### src/shared/cffr_pkg.sv
// constants for the charger fault flag and interrupt block
// What this block does
// - flag and interrupt on entering constant voltage
// - termination flags, pauses charging, resets safety timer
// - regulation loop flags, reduce current, optional doubling
// - input good change flags on both edges
// - input good low disables charging, timer reset
// - over-voltage flags, pauses charge, rail from battery
// - over-current flags, disables charge, disconnects battery
// - under-voltage flags, charging and timer unaffected
// - cold flags, pauses charging and safety timer
// - cool flags, reduced current, optional doubling
// - interrupt is fixed low pulse on open drain
// - masked conditions never pulse, even after unmasking
package cffr_pkg;
    // ****************************************
    // condition and flag bit positions
    // ****************************************
    localparam int NCOND = 12;
    localparam int B_CV = 0;
    localparam int B_DONE = 1;
    localparam int B_ILIM = 2;
    localparam int B_DROOP = 3;
    localparam int B_VLOOP = 4;
    localparam int B_THERM = 5;
    localparam int B_GOOD = 6;
    localparam int B_OVP = 7;
    localparam int B_OCP = 8;
    localparam int B_UVLO = 9;
    localparam int B_COLD = 10;
    localparam int B_COOL = 11;
    // ****************************************
    // register map, byte addresses
    // ****************************************
    localparam int ADDR_W = 8;
    localparam logic [7:0] A_FLAGS = 8'h00;
    localparam logic [7:0] A_STATUS = 8'h04;
    localparam logic [7:0] A_MASK = 8'h08;
    localparam logic [7:0] A_CTRL = 8'h0C;
    localparam logic [11:0] MASK_RST = 12'h000;
    // control fields
    localparam int C_CE = 0;
    localparam int C_DBL = 1;
    localparam int C_SEL_LO = 2;
    localparam int C_SEL_HI = 3;
    localparam logic [3:0] CTRL_RST = 4'h1;
    localparam logic [1:0] RESP_OKAY = 2'h0;
    localparam logic [1:0] RESP_SLVERR = 2'h2;
    // ****************************************
    // timing
    // ****************************************
    localparam int CLK_PERIOD_NS = 100;
    localparam int INT_PULSE_US = 128;
    localparam int INT_CYC = (INT_PULSE_US * 1000) / CLK_PERIOD_NS;
    localparam int INT_CW = 11;
    localparam logic [10:0] INT_LAST = 11'(INT_CYC - 1);
    typedef enum logic [1:0] {
        R_FLAGS = 2'b00,
        R_STATUS = 2'b01,
        R_MASK = 2'b10,
        R_CTRL = 2'b11
    } cffr_reg_e;
endpackage

### src/hw/cffr_core.sv
// flag, mask and charger response logic with an AXI4-Lite register slave
`timescale 1ns/1ns
module cffr_core
    import cffr_pkg::*;
(
    // clock and reset
    input wire logic SYS_CLK,
    input wire logic RESET,
    // AXI4-Lite write address and data
    input wire logic AWVALID,
    output logic AWREADY,
    input wire logic [ADDR_W-1:0] AWADDR,
    input wire logic WVALID,
    output logic WREADY,
    input wire logic [31:0] WDATA,
    input wire logic [3:0] WSTRB,
    // AXI4-Lite write response
    output logic BVALID,
    input wire logic BREADY,
    output logic [1:0] BRESP,
    // AXI4-Lite read
    input wire logic ARVALID,
    output logic ARREADY,
    input wire logic [ADDR_W-1:0] ARADDR,
    output logic RVALID,
    input wire logic RREADY,
    output logic [31:0] RDATA,
    output logic [1:0] RRESP,
    // analog condition levels
    input wire logic CV_PHASE,
    input wire logic TERMINATION,
    input wire logic INPUT_CURRENT_LIMIT,
    input wire logic SYSTEM_DROOP_LOOP,
    input wire logic INPUT_VOLTAGE_LOOP,
    input wire logic DIE_THERMAL_FOLDBACK,
    input wire logic INPUT_GOOD,
    input wire logic INPUT_OVERVOLTAGE,
    input wire logic BATTERY_OVERCURRENT,
    input wire logic BATTERY_UNDERVOLTAGE,
    input wire logic THERMISTOR_COLD,
    input wire logic THERMISTOR_COOL,
    input wire logic RECHARGE_LEVEL,
    // charger and rail controls
    output logic CHARGE_EN,
    output logic CHARGE_REDUCE,
    output logic TIMER_RESET,
    output logic TIMER_PAUSE,
    output logic TIMER_DOUBLE,
    output logic RAIL_FROM_INPUT,
    output logic RAIL_FROM_BATTERY,
    output logic BATTERY_DISCONNECT,
    // open-drain interrupt pin
    output logic INT_N_O,
    output logic INT_N_OE_N
);
    // ****************************************
    // condition capture and edges
    // ****************************************
    logic [NCOND:0] pins;
    logic [NCOND:0] sync_q;
    logic [NCOND-1:0] cond;
    logic [NCOND-1:0] cond_q;
    logic [NCOND-1:0] edges;
    logic recharge;

    assign pins = {RECHARGE_LEVEL, THERMISTOR_COOL, THERMISTOR_COLD,
        BATTERY_UNDERVOLTAGE, BATTERY_OVERCURRENT, INPUT_OVERVOLTAGE,
        INPUT_GOOD, DIE_THERMAL_FOLDBACK, INPUT_VOLTAGE_LOOP,
        SYSTEM_DROOP_LOOP, INPUT_CURRENT_LIMIT, TERMINATION, CV_PHASE};

    cffr_sync #(.W(NCOND + 1)) u_sync (
        .clk(SYS_CLK),
        .rst(RESET),
        .d(pins),
        .q(sync_q)
    );
    assign cond = sync_q[NCOND-1:0];
    assign recharge = sync_q[NCOND];

    // rising edges everywhere, except input good which reports both ways
    assign edges = (cond & ~cond_q)
        | ({{(NCOND-1){1'b0}}, 1'b0} | (12'h001 << B_GOOD) & (cond ^ cond_q));

    // ****************************************
    // register bus
    // ****************************************
    function automatic logic [2:0] reg_idx(input logic [ADDR_W-1:0] a);
        if (a == A_FLAGS) reg_idx = {1'b1, R_FLAGS};
        else if (a == A_STATUS) reg_idx = {1'b1, R_STATUS};
        else if (a == A_MASK) reg_idx = {1'b1, R_MASK};
        else if (a == A_CTRL) reg_idx = {1'b1, R_CTRL};
        else reg_idx = 3'h0;
    endfunction

    logic [NCOND-1:0] flags;
    logic [NCOND-1:0] mask;
    logic [3:0] ctrl;
    logic aw_hold;
    logic w_hold;
    logic [ADDR_W-1:0] aw_addr;
    logic [31:0] w_data;
    logic [3:0] w_strb;
    logic aw_hs;
    logic w_hs;
    logic ar_hs;
    logic wr_do;
    logic next_aw_hold;
    logic next_w_hold;
    logic next_bvalid;
    logic next_rvalid;
    logic [2:0] wr_sel;
    logic [2:0] rd_sel;
    logic [31:0] rd_word;
    logic rd_clr;
    logic wr_mask;
    logic wr_ctrl;

    assign aw_hs = AWVALID && AWREADY;
    assign w_hs = WVALID && WREADY;
    assign ar_hs = ARVALID && ARREADY;
    assign wr_do = aw_hold && w_hold && !BVALID;
    assign next_aw_hold = wr_do ? 1'b0 : (aw_hold || aw_hs);
    assign next_w_hold = wr_do ? 1'b0 : (w_hold || w_hs);
    assign next_bvalid = wr_do || (BVALID && !BREADY);
    assign next_rvalid = ar_hs || (RVALID && !RREADY);
    assign wr_sel = reg_idx(aw_addr);
    assign rd_sel = reg_idx(ARADDR);
    assign wr_mask = wr_do && wr_sel == {1'b1, R_MASK} && w_strb[0];
    assign wr_ctrl = wr_do && wr_sel == {1'b1, R_CTRL} && w_strb[0];
    // a read of the flags clears exactly the bits it returned
    assign rd_clr = ar_hs && rd_sel == {1'b1, R_FLAGS};

    always_comb begin
        rd_word = 32'h00000000;
        if (rd_sel == {1'b1, R_FLAGS}) rd_word[NCOND-1:0] = flags;
        else if (rd_sel == {1'b1, R_STATUS}) rd_word[NCOND-1:0] = cond;
        else if (rd_sel == {1'b1, R_MASK}) rd_word[NCOND-1:0] = mask;
        else if (rd_sel == {1'b1, R_CTRL}) rd_word[3:0] = ctrl;
    end

    always_ff @(posedge SYS_CLK) begin
        if (RESET) begin
            aw_hold <= 1'b0;
            w_hold <= 1'b0;
            aw_addr <= '0;
            w_data <= 32'h00000000;
            w_strb <= 4'h0;
            AWREADY <= 1'b0;
            WREADY <= 1'b0;
            BVALID <= 1'b0;
            BRESP <= RESP_OKAY;
        end else begin
            aw_hold <= next_aw_hold;
            w_hold <= next_w_hold;
            AWREADY <= !next_aw_hold && !next_bvalid;
            WREADY <= !next_w_hold && !next_bvalid;
            BVALID <= next_bvalid;
            if (aw_hs) aw_addr <= AWADDR;
            if (w_hs) begin
                w_data <= WDATA;
                w_strb <= WSTRB;
            end
            if (wr_do) BRESP <= wr_sel[2] ? RESP_OKAY : RESP_SLVERR;
        end
    end

    always_ff @(posedge SYS_CLK) begin
        if (RESET) begin
            ARREADY <= 1'b0;
            RVALID <= 1'b0;
            RDATA <= 32'h00000000;
            RRESP <= RESP_OKAY;
        end else begin
            ARREADY <= !next_rvalid;
            RVALID <= next_rvalid;
            if (ar_hs) begin
                RDATA <= rd_word;
                RRESP <= rd_sel[2] ? RESP_OKAY : RESP_SLVERR;
            end
        end
    end

    // ****************************************
    // flags, mask and interrupt request
    // ****************************************
    logic int_req;
    logic [NCOND-1:0] clr_bits;
    assign clr_bits = rd_clr ? flags : 12'h000;

    always_ff @(posedge SYS_CLK) begin
        if (RESET) begin
            cond_q <= 12'h000;
            flags <= 12'h000;
            mask <= MASK_RST;
            ctrl <= CTRL_RST;
            int_req <= 1'b0;
        end else begin
            cond_q <= cond;
            // a new event in the clearing cycle survives
            flags <= (flags & ~clr_bits) | edges;
            // only an edge seen while unmasked asks for a pulse
            int_req <= |(edges & ~mask);
            if (wr_mask) mask <= w_data[NCOND-1:0];
            if (wr_ctrl) ctrl <= w_data[3:0];
        end
    end

    cffr_pulse u_pulse (
        .clk(SYS_CLK),
        .rst(RESET),
        .start(int_req),
        .int_n_o(INT_N_O),
        .int_n_oe_n(INT_N_OE_N)
    );

    // ****************************************
    // charger, timer and rail response
    // ****************************************
    logic done_pause;
    logic ce_q;
    logic release_pause;
    logic reduce;
    logic next_charge;
    logic rail_in;
    assign release_pause = edges[B_GOOD] || (ctrl[C_CE] != ce_q) || recharge;
    assign reduce = cond[B_ILIM] || cond[B_DROOP] || cond[B_VLOOP]
        || cond[B_THERM] || cond[B_COOL];
    // constant voltage and under-voltage leave charging alone
    assign next_charge = ctrl[C_CE] && cond[B_GOOD] && !done_pause
        && !cond[B_OVP] && !cond[B_OCP] && !cond[B_COLD];
    assign rail_in = cond[B_GOOD] && ctrl[C_SEL_HI:C_SEL_LO] == 2'b00
        && !cond[B_OVP];

    always_ff @(posedge SYS_CLK) begin
        if (RESET) begin
            done_pause <= 1'b0;
            ce_q <= CTRL_RST[C_CE];
            CHARGE_EN <= 1'b0;
            CHARGE_REDUCE <= 1'b0;
            TIMER_RESET <= 1'b0;
            TIMER_PAUSE <= 1'b0;
            TIMER_DOUBLE <= 1'b0;
            RAIL_FROM_INPUT <= 1'b0;
            RAIL_FROM_BATTERY <= 1'b0;
            BATTERY_DISCONNECT <= 1'b0;
        end else begin
            ce_q <= ctrl[C_CE];
            if (edges[B_DONE]) done_pause <= 1'b1;
            else if (release_pause) done_pause <= 1'b0;
            CHARGE_EN <= next_charge;
            CHARGE_REDUCE <= reduce;
            TIMER_RESET <= edges[B_DONE] || edges[B_GOOD] || edges[B_OVP];
            TIMER_PAUSE <= cond[B_COLD];
            TIMER_DOUBLE <= ctrl[C_DBL] && reduce;
            RAIL_FROM_INPUT <= rail_in;
            RAIL_FROM_BATTERY <= !rail_in && !cond[B_OCP];
            BATTERY_DISCONNECT <= cond[B_OCP];
        end
    end
endmodule

### src/hw/cffr_pulse.sv
// fixed-length low pulse on the open-drain interrupt pin
`timescale 1ns/1ns
module cffr_pulse
    import cffr_pkg::*;
(
    // clock and reset
    input wire logic clk,
    input wire logic rst,
    // request
    input wire logic start,
    // pin
    output logic int_n_o,
    output logic int_n_oe_n
);
    logic [INT_CW-1:0] cnt;
    logic active;
    // a new event mid-pulse restarts the count, stretching the one pulse to full length after it
    always_ff @(posedge clk) begin
        if (rst) begin
            cnt <= '0;
            active <= 1'b0;
            int_n_oe_n <= 1'b1;
            int_n_o <= 1'b0;
        end else begin
            int_n_o <= 1'b0;
            if (start) begin
                cnt <= '0;
                active <= 1'b1;
                int_n_oe_n <= 1'b0;
            end else if (active && cnt == INT_LAST) begin
                active <= 1'b0;
                int_n_oe_n <= 1'b1;
            end else if (active) begin
                cnt <= cnt + 11'h001;
            end
        end
    end
endmodule

### src/hw/cffr_sync.sv
// two-stage synchroniser for a vector of pin levels
`timescale 1ns/1ns
module cffr_sync #(
    parameter int W = 13
) (
    // clock and reset
    input wire logic clk,
    input wire logic rst,
    // levels
    input wire logic [W-1:0] d,
    output logic [W-1:0] q
);
    logic [W-1:0] meta;
    always_ff @(posedge clk) begin
        if (rst) begin
            meta <= '0;
            q <= '0;
        end else begin
            meta <= d;
            q <= meta;
        end
    end
endmodule

### config.mk
export PLATFORM = sky130hd
export DESIGN_NAME = cffr_core
export DESIGN_NICKNAME = d
export VERILOG_FILES = /design/src/shared/cffr_pkg.sv /design/src/hw/cffr_core.sv /design/src/hw/cffr_pulse.sv /design/src/hw/cffr_sync.sv
export SDC_FILE = /design/constraint.sdc
export NUM_CORES = 1
export LEC_CHECK = 0
export BUFFER_PORTS_ARGS = -buffer_cell sky130_fd_sc_hd__buf_4
export CORE_ASPECT_RATIO = 0.6
export CORE_MARGIN = 2
export CORE_UTILIZATION = 50
export DETAILED_ROUTE_END_ITERATION = 16
export PLACE_DENSITY = 0.84
export SLEW_MARGIN = 20
export SYNTH_ARGS = -nofsm -noshare
export SYNTH_HDL_FRONTEND = slang
export SYNTH_SLANG_ARGS = --single-unit
### constraint.sdc
create_clock -name SYS_CLK -period 1.8 [get_ports SYS_CLK]
set_input_delay 0.36 -clock SYS_CLK [delete_from_list [all_inputs] [get_ports SYS_CLK]]
set_output_delay 0.36 -clock SYS_CLK [all_outputs]
set_load 0.1 [all_outputs]
==> results of run 1 <==
-- power by group --
part	internal [mW]	leakage, nW	switching, mW	total [mW]
Combinational	0.218	1.16	0.655	0.872
Sequential	3.00	1.06	0.0692	3.07
Clock	2.14	0.275	1.19	3.32
-- worst reg2reg max path, stage by stage, from the launching register on --
cell and delay, ns:
dfxtp_1 0.32, nor4_2 0.45, and4_1 0.43, nor2b_1 0.09, a211o_1 0.27
-- area by class of cell --
class                      count  area [um2]
timing repair buffer          81         621
fill                         788        3620
clock inverter                 9         105
sequential                   130        2610
multi-input combinational    352        2110
inverter                      10        37.5
clock buffer                  23         478
tap                          135         169
-- sequential cells by signal, indices dropped and copies added (netlist names), 4 cells and up --
name / cells
u_sync.meta: 13
u_sync.q: 13
RDATA: 12
cond_q: 12
flags: 12
mask: 12
w_data: 12
u_pulse.cnt: 11
aw_addr: 8
ctrl: 4
-- per-layer routing --
layer / wire length [um] / vias to the layer above / share of wire / global-route usage
met5: 0 / - / 0 / 0
met4: 131 / 0 / 0.011 / 0.0914
met3: 874 / 15 / 0.077 / 0.0605
met2: 5150 / 203 / 0.45 / 0.344
met1: 5250 / 1795 / 0.46 / 0.303
li1: - / 1871 / - / -
-- metrics by stage --
stage                     cells  instance area [um2]   util
after floorplan             544                 5040      -
after global placement      708                 5530  0.568
after detailed placement    708                 5530  0.568
after CTS                   740                 6120  0.629
after global routing        740                 6120  0.629
final                       740                 6120  0.629
-- layout by cell type, fill, tap and decap left out, types with 2 or more instances in the layout --
cell type / n
dfxtp_1: 127
buf_4: 80
nor2_1: 68
nand2_1: 58
a21oi_1: 38
nor2b_1: 33
conb_1: 23
clkbuf_16: 17
nand2b_1: 16
mux2i_1: 16
nor3_1: 11
inv_1: 10
a2111oi_2: 9
a221o_1: 8
xnor2_1: 7
nand4_1: 6
nor4_1: 5
and2_1: 4
o22ai_1: 4
mux4_2: 4
a22oi_1: 4
clkinvlp_4: 4
dfxtp_2: 3
and3_1: 3
nand3_1: 3
a31oi_1: 3
xor2_1: 3
clkbuf_1: 3
clkinv_2: 3
clkbuf_8: 3
a2bb2oi_1: 2
and3b_1: 2
and4_1: 2
or2_2: 2
bufinv_16: 2
-- worst paths after layout --
check	end	slack (ns)	depth (start not counted)
hold reg to reg	u_sync.q[8]	0.43	1
setup / recovery	ctrl[0]	0.13	4
setup reg to reg	ctrl[0]	0.13	4
hold / removal	u_sync.meta[0]	0.16	2
-- kinds of logic after synthesis --
family | count (synthesis) | share of synthesized area
buf+inv | 62 | 0.0665
fa+ha+maj | 1 | 0.00253
compound gates | 76 | 0.114
other cells | 1 | 0.000758
mux | 20 | 0.0506
xor+xnor | 10 | 0.0177
flops | 130 | 0.526
simple gates | 222 | 0.222
-- repair_timing --
action / CTS / global route
buffers inserted: 0 / 0
setup endpoints to repair: 1 / 0
hold endpoints to repair: 0 / 0
gates resized for setup: 1 / 0
==> results by group, run 1 <==
Global routing
  – Maximum number of pins on one net before global-route repair: between 70 and 80
  – Total grt overflow: 0
  – Initial antenna violation count: 0
  – GRT Total Usage: 0.224
  – Vias in the first global route: between 3000 and 4000
  – First-pass GRT wire length: 18.6 mm

Synthesis
  – Largest area contributor in the netlist: dfxtp_1
  – Netlist Area Pre-Place: ~5000 um2
  – Mean cell area of the mapped netlist: between 9 and 10 um2
  – Synth warnings: 0
  – Most used DFF post-synth: dfxtp_1
  – Largest cells by area after synthesis: dfxtp_1, nor2_1, nand2_1, nor2b_1, a21oi_1
  – Mapped Cells: 522
  – Number of synthesized flops with an enable pin: 0
  – Area share of the largest cell type after synthesis: 0.526
  – Most frequent cell after synthesis: dfxtp_1
  – Seq/Total Area, Yosys: 0.526
  – FF+latch count, synth: 130
  – Post-synth ARST share: 0
  – Synth cell count leaders: dfxtp_1, nor2_1, nand2_1
  – Synth unique cells: 48

Timing
  – FMAX: between 500 and 600 MHz
  – Worst Skew: about 0.0094 ns
  – RSZ-0062 raised after global routing: false
  – Fin Hold WS: 0.163 ns
  – Minimum clock period: between 1.5 and 2 ns
  – Final period util: 0.930
  – Final setup fails: 0
  – Setup Total Neg Slack: 0 ns
  – Final Hold Viols: 0
  – Setup WS post-layout: roughly 0.13 ns
  – Slew Viols, Final: 0

Placement
  – Final GP Congestion: 0.830
  – Pre-CTS setup slack: 0.00513 ns
  – Number of port buffers: 76
  – DP HPWL: roughly 7.9 mm

CTS
  – CTS Buffer Depth: 2
  – CTS Root Cell: clkbuf_16
  – CTS Hold Buffers Added: 0
  – CTS tree: built
  – Worst-skew pair later-pin latency: approximately 0.41 ns
  – Number of sinks on the clock net: 130
  – Clock transition at the registers of the reported paths: about 0.060 ns
  – CTS H-tree depth: 4
  – CTS buffer count: 17

Setup path
  – Max stage delay on crit path: 0.45 ns
  – Slowest-stage cell, CP: nor4_2
  – Worst R2R Start: aw_addr[7]
  – WS Path Type: register to register
  – Critical Path AT: about 2.0 ns
  – Delay-heaviest family, CP: simple AND/OR/NAND/NOR gates
  – Startpoint Class: register
  – Crit end category: register
  – CP Max Fanout: 5
  – CP startpoint: aw_addr[7]
  – Critical path buffer and inverter count: 0
  – WP data required: approximately 2.1 ns
  – Critical Path, Cell by Cell: nor4_2 > and4_1 > nor2b_1 > a211o_1

Layout
  – Final nets: roughly 670
  – # diodes: 0
  – Synth-to-Final Area Change: 23.7%
  – Layout cells sized above 1: 0.223

Drt
  – Vias per inst: around 5.2
  – DR WL/cell: around 15 um
  – Remaining DRCs: 0
  – Via count: ~3900
  – Initial drt markers: between 400 and 500
  – Pre-antenna DRT Iters: 6
  – Total Wirelength: approximately 11 mm
  – Antenna Nets Post-Route: 0

Floorplan
  – FP Rows: 28
  – Io pins: 123
  – Die height: between 80 and 90 um
  – Die ar.: approximately 11000 um2
  – Core footprint: between 9000 and 10000 um2
  – Initial Util: 0.508
  – Die width: between 100 and 150 um

Outcome
  – Status: finished, final reports clean

Run
  – MaxCap Viol Count: 0

Power and ir drop
  – Total leakage power: 2.49 nW
  – Total power: 7.26 mW
  – PwrDens: approximately 1200 nW/um2
  – Peak supply drop: 0.728 mV

Hold path
  – Origin of the worst min-delay path: CV_PHASE
  – Type of the tightest min-delay check: primary input to register
(Power assumes the default switching activity.)
==> run 2, diff against run 1 <==
CTS_BUF_LIST = sky130_fd_sc_hd__clkbuf_16   (was unset)
==> run 2 against run 1 <==
- clock power decreased by 5%
- worst hold slack got worse by 0.0059 ns
- design area decreased by 0.49%
- sequential power about the same
- sequential share of layout area increased by 0.21 points
- clock skew decreased by 0.00062 ns
- die area unchanged
- via count increased by 0.18%
- power decreased by 2.1%
- fmax decreased by 1.1%
- global-route usage decreased by 0.14 points
- utilization decreased by 0.31 points
- largest cell class unchanged
==> results by group, run 2 (synthesis results as in run 1) <==
Drt
  – DR WL/cell: 15.3 um (was 15.4 um)
  – Via count: 3891 (was 3884)
  – Antenna Nets Post-Route: 0 (unchanged)
  – Remaining DRCs: 0 (unchanged)
  – Total Wirelength: 11.3 mm (was 11.4 mm)
  – Initial drt markers: 490 (was 443)
  – Pre-antenna DRT Iters: 5 (was 6)
  – Vias per inst: 5.26 (was 5.25)

Layout
  – Synth-to-Final Area Change: 23.1% (was 23.7%)
  – Final Instance Count excl. Fillers: 740 (unchanged)
  – Final nets: 665 (unchanged)
  – # fillers: 793 (was 788)
  – # diodes: 0 (unchanged)
  – Design Area, Final: 6090 um2 (was 6120 um2)
  – Most frequent cells in the layout: dfxtp_1, buf_4, nor2_1, nand2_1, a21oi_1 (unchanged)
  – Biggest regs: u_sync.meta: 13 flops, u_sync.q: 13 flops (unchanged)
  – Most common cell after layout, fill and taps aside: dfxtp_1 (unchanged)
  – Layout cells sized above 1: 0.218 (was 0.223)

Global routing
  – Initial antenna violation count: 0 (unchanged)
  – First-pass GRT wire length: 18.5 mm (was 18.6 mm)
  – Total grt overflow: 0 (unchanged)
  – GRT Total Usage: 0.223 (was 0.224)
  – Vias in the first global route: 3697 (was 3705)
  – Maximum number of pins on one net before global-route repair: 79 (unchanged)

Setup path
  – WP data required: 2.10 ns (about the same)
  – CP Max Fanout: 5 (unchanged)
  – Startpoint Class: register (unchanged)
  – Slowest-stage cell, CP: nor4_2 (unchanged)
  – Worst R2R Start: aw_addr[7] (unchanged)
  – Critical Path, Cell by Cell: nor4_2 > and4_1 > nor2b_1 > a211o_1 (unchanged)
  – Crit end category: register (unchanged)
  – Critical Path AT: 1.99 ns (was 1.97 ns)
  – Max stage delay on crit path: 0.45 ns (about the same)
  – WS Path Type: register to register (unchanged)
  – R2R depth: 4 (unchanged)
  – CP startpoint: aw_addr[7] (unchanged)

CTS
  – CTS tree: built (unchanged)
  – CTS buffer count: 17 (unchanged)
  – Clock transition at the registers of the reported paths: 0.05 ns (was 0.06 ns)
  – CTS H-tree depth: 4 (unchanged)
  – Setup Buffers After CTS: 0 (unchanged)
  – Number of sinks on the clock net: 130 (unchanged)
  – CTS Root Cell: clkbuf_16 (unchanged)
  – CTS Buffer Depth: 2 (unchanged)
  – Worst-skew pair later-pin latency: 0.41 ns (about the same)

Power and ir drop
  – Total leakage power: 2.49 nW (about the same)
  – Peak supply drop: 0.716 mV (was 0.728 mV)
  – PwrDens: 1170 nW/um2 (was 1190 nW/um2)

Timing
  – Final period util: 0.940 (was 0.930)
  – Setup Total Neg Slack: 0 ns (unchanged)
  – Slew Viols, Final: 0 (unchanged)
  – FMAX: 591 MHz (was 598 MHz)
  – Minimum clock period: 1.69 ns (was 1.67 ns)
  – Worst Skew: 0.00882 ns (was 0.00944 ns)
  – Final setup fails: 0 (unchanged)
  – Final Hold Viols: 0 (unchanged)
  – RSZ-0062 raised after global routing: false (unchanged)

Floorplan
  – Die height: 81.1 um (unchanged)
  – Die ar.: 10700 um2 (unchanged)
  – Core footprint: 9740 um2 (unchanged)
  – Die width: 132 um (unchanged)
  – Io pins: 123 (unchanged)
  – Initial Util: 0.508 (unchanged)
  – FP Rows: 28 (unchanged)

Hold path
  – Origin of the worst min-delay path: CV_PHASE (unchanged)
  – WHS Path Cells: 2 (unchanged)
  – Type of the tightest min-delay check: primary input to register (unchanged)

Placement
  – Final GP Congestion: 0.830 (unchanged)
  – DP HPWL: 7.92 mm (unchanged)
  – Dpl cells: 708 (unchanged)
  – Number of port buffers: 76 (unchanged)
  – Area of placed instances: 5530 um2 (unchanged)

Outcome
  – Status: finished, final reports clean (unchanged)

Run
  – MaxCap Viol Count: 0 (unchanged)
run 2: cell types whose count changed in the layout (fill, tap and decap cells not counted), sizes merged:
cell    delta
clkbuf     -6
clkinv     +3
inv        +3
run 2: critical path, delay by kind of cell (launching register included):
| family | cells | cell delay, ns |
|---|---|---|
| simple gates | 3 | 0.97 |
| flops | 1 | 0.33 |
| compound gates | 1 | 0.28 |
run 2: cell type report:
type                       count  area, um2  share of cell area
sequential                   130       2610               0.428
multi-input combinational    352       2110               0.346
timing repair buffer          81        621               0.102
clock buffer                  17        425              0.0698
tap                          135        169              0.0277
clock inverter                15        128              0.0209
inverter                      10       37.5             0.00616
run 2: where the power goes:
group          switching [mW]  total, mW  internal (mW)  leakage [nW]
Sequential             0.0683       3.07           3.00          1.06
Combinational           0.652      0.870          0.218          1.16
Clock                    1.18       3.17           1.99         0.271
Total                    1.90       7.11           5.21          2.49
run 2: final timing paths:
check,endpoint,slack (ns)
setup / recovery,ctrl[0],0.11
hold / removal,u_sync.meta[0],0.16
setup reg to reg,ctrl[0],0.11
hold reg to reg,u_sync.q[8],0.43
run 2: repair_timing:
item | CTS | global route
gates resized for setup | 1 | 0
hold buffers | 0 | 0
setup endpoints to repair | 1 | 0
run 2: routing by layer:
layer	up-vias	GRT usage	share of wire	wire length, um
met3	22	0.0705	0.073	823
met4	0	0.0935	0.017	190
met1	1827	0.297	0.46	5210
met2	166	0.338	0.45	5090
li1	1876	-	-	-
met5	-	0	0	0
run 2: through the flow:
step / total power [mW] / setup WS (ns) / hold WS (ns) / util
final: 7.11 / 0.107 / 0.157 / 0.626
after global placement: 3.96 / 0.0718 / 0.421 / 0.568
after global routing: 7.35 / 0.0564 / 0.153 / 0.626
after CTS: 7.14 / 0.153 / 0.151 / 0.626
after detailed placement: 3.98 / 0.00513 / 0.423 / 0.568
after floorplan: 3.82 / 0.0498 / 0.397 / -
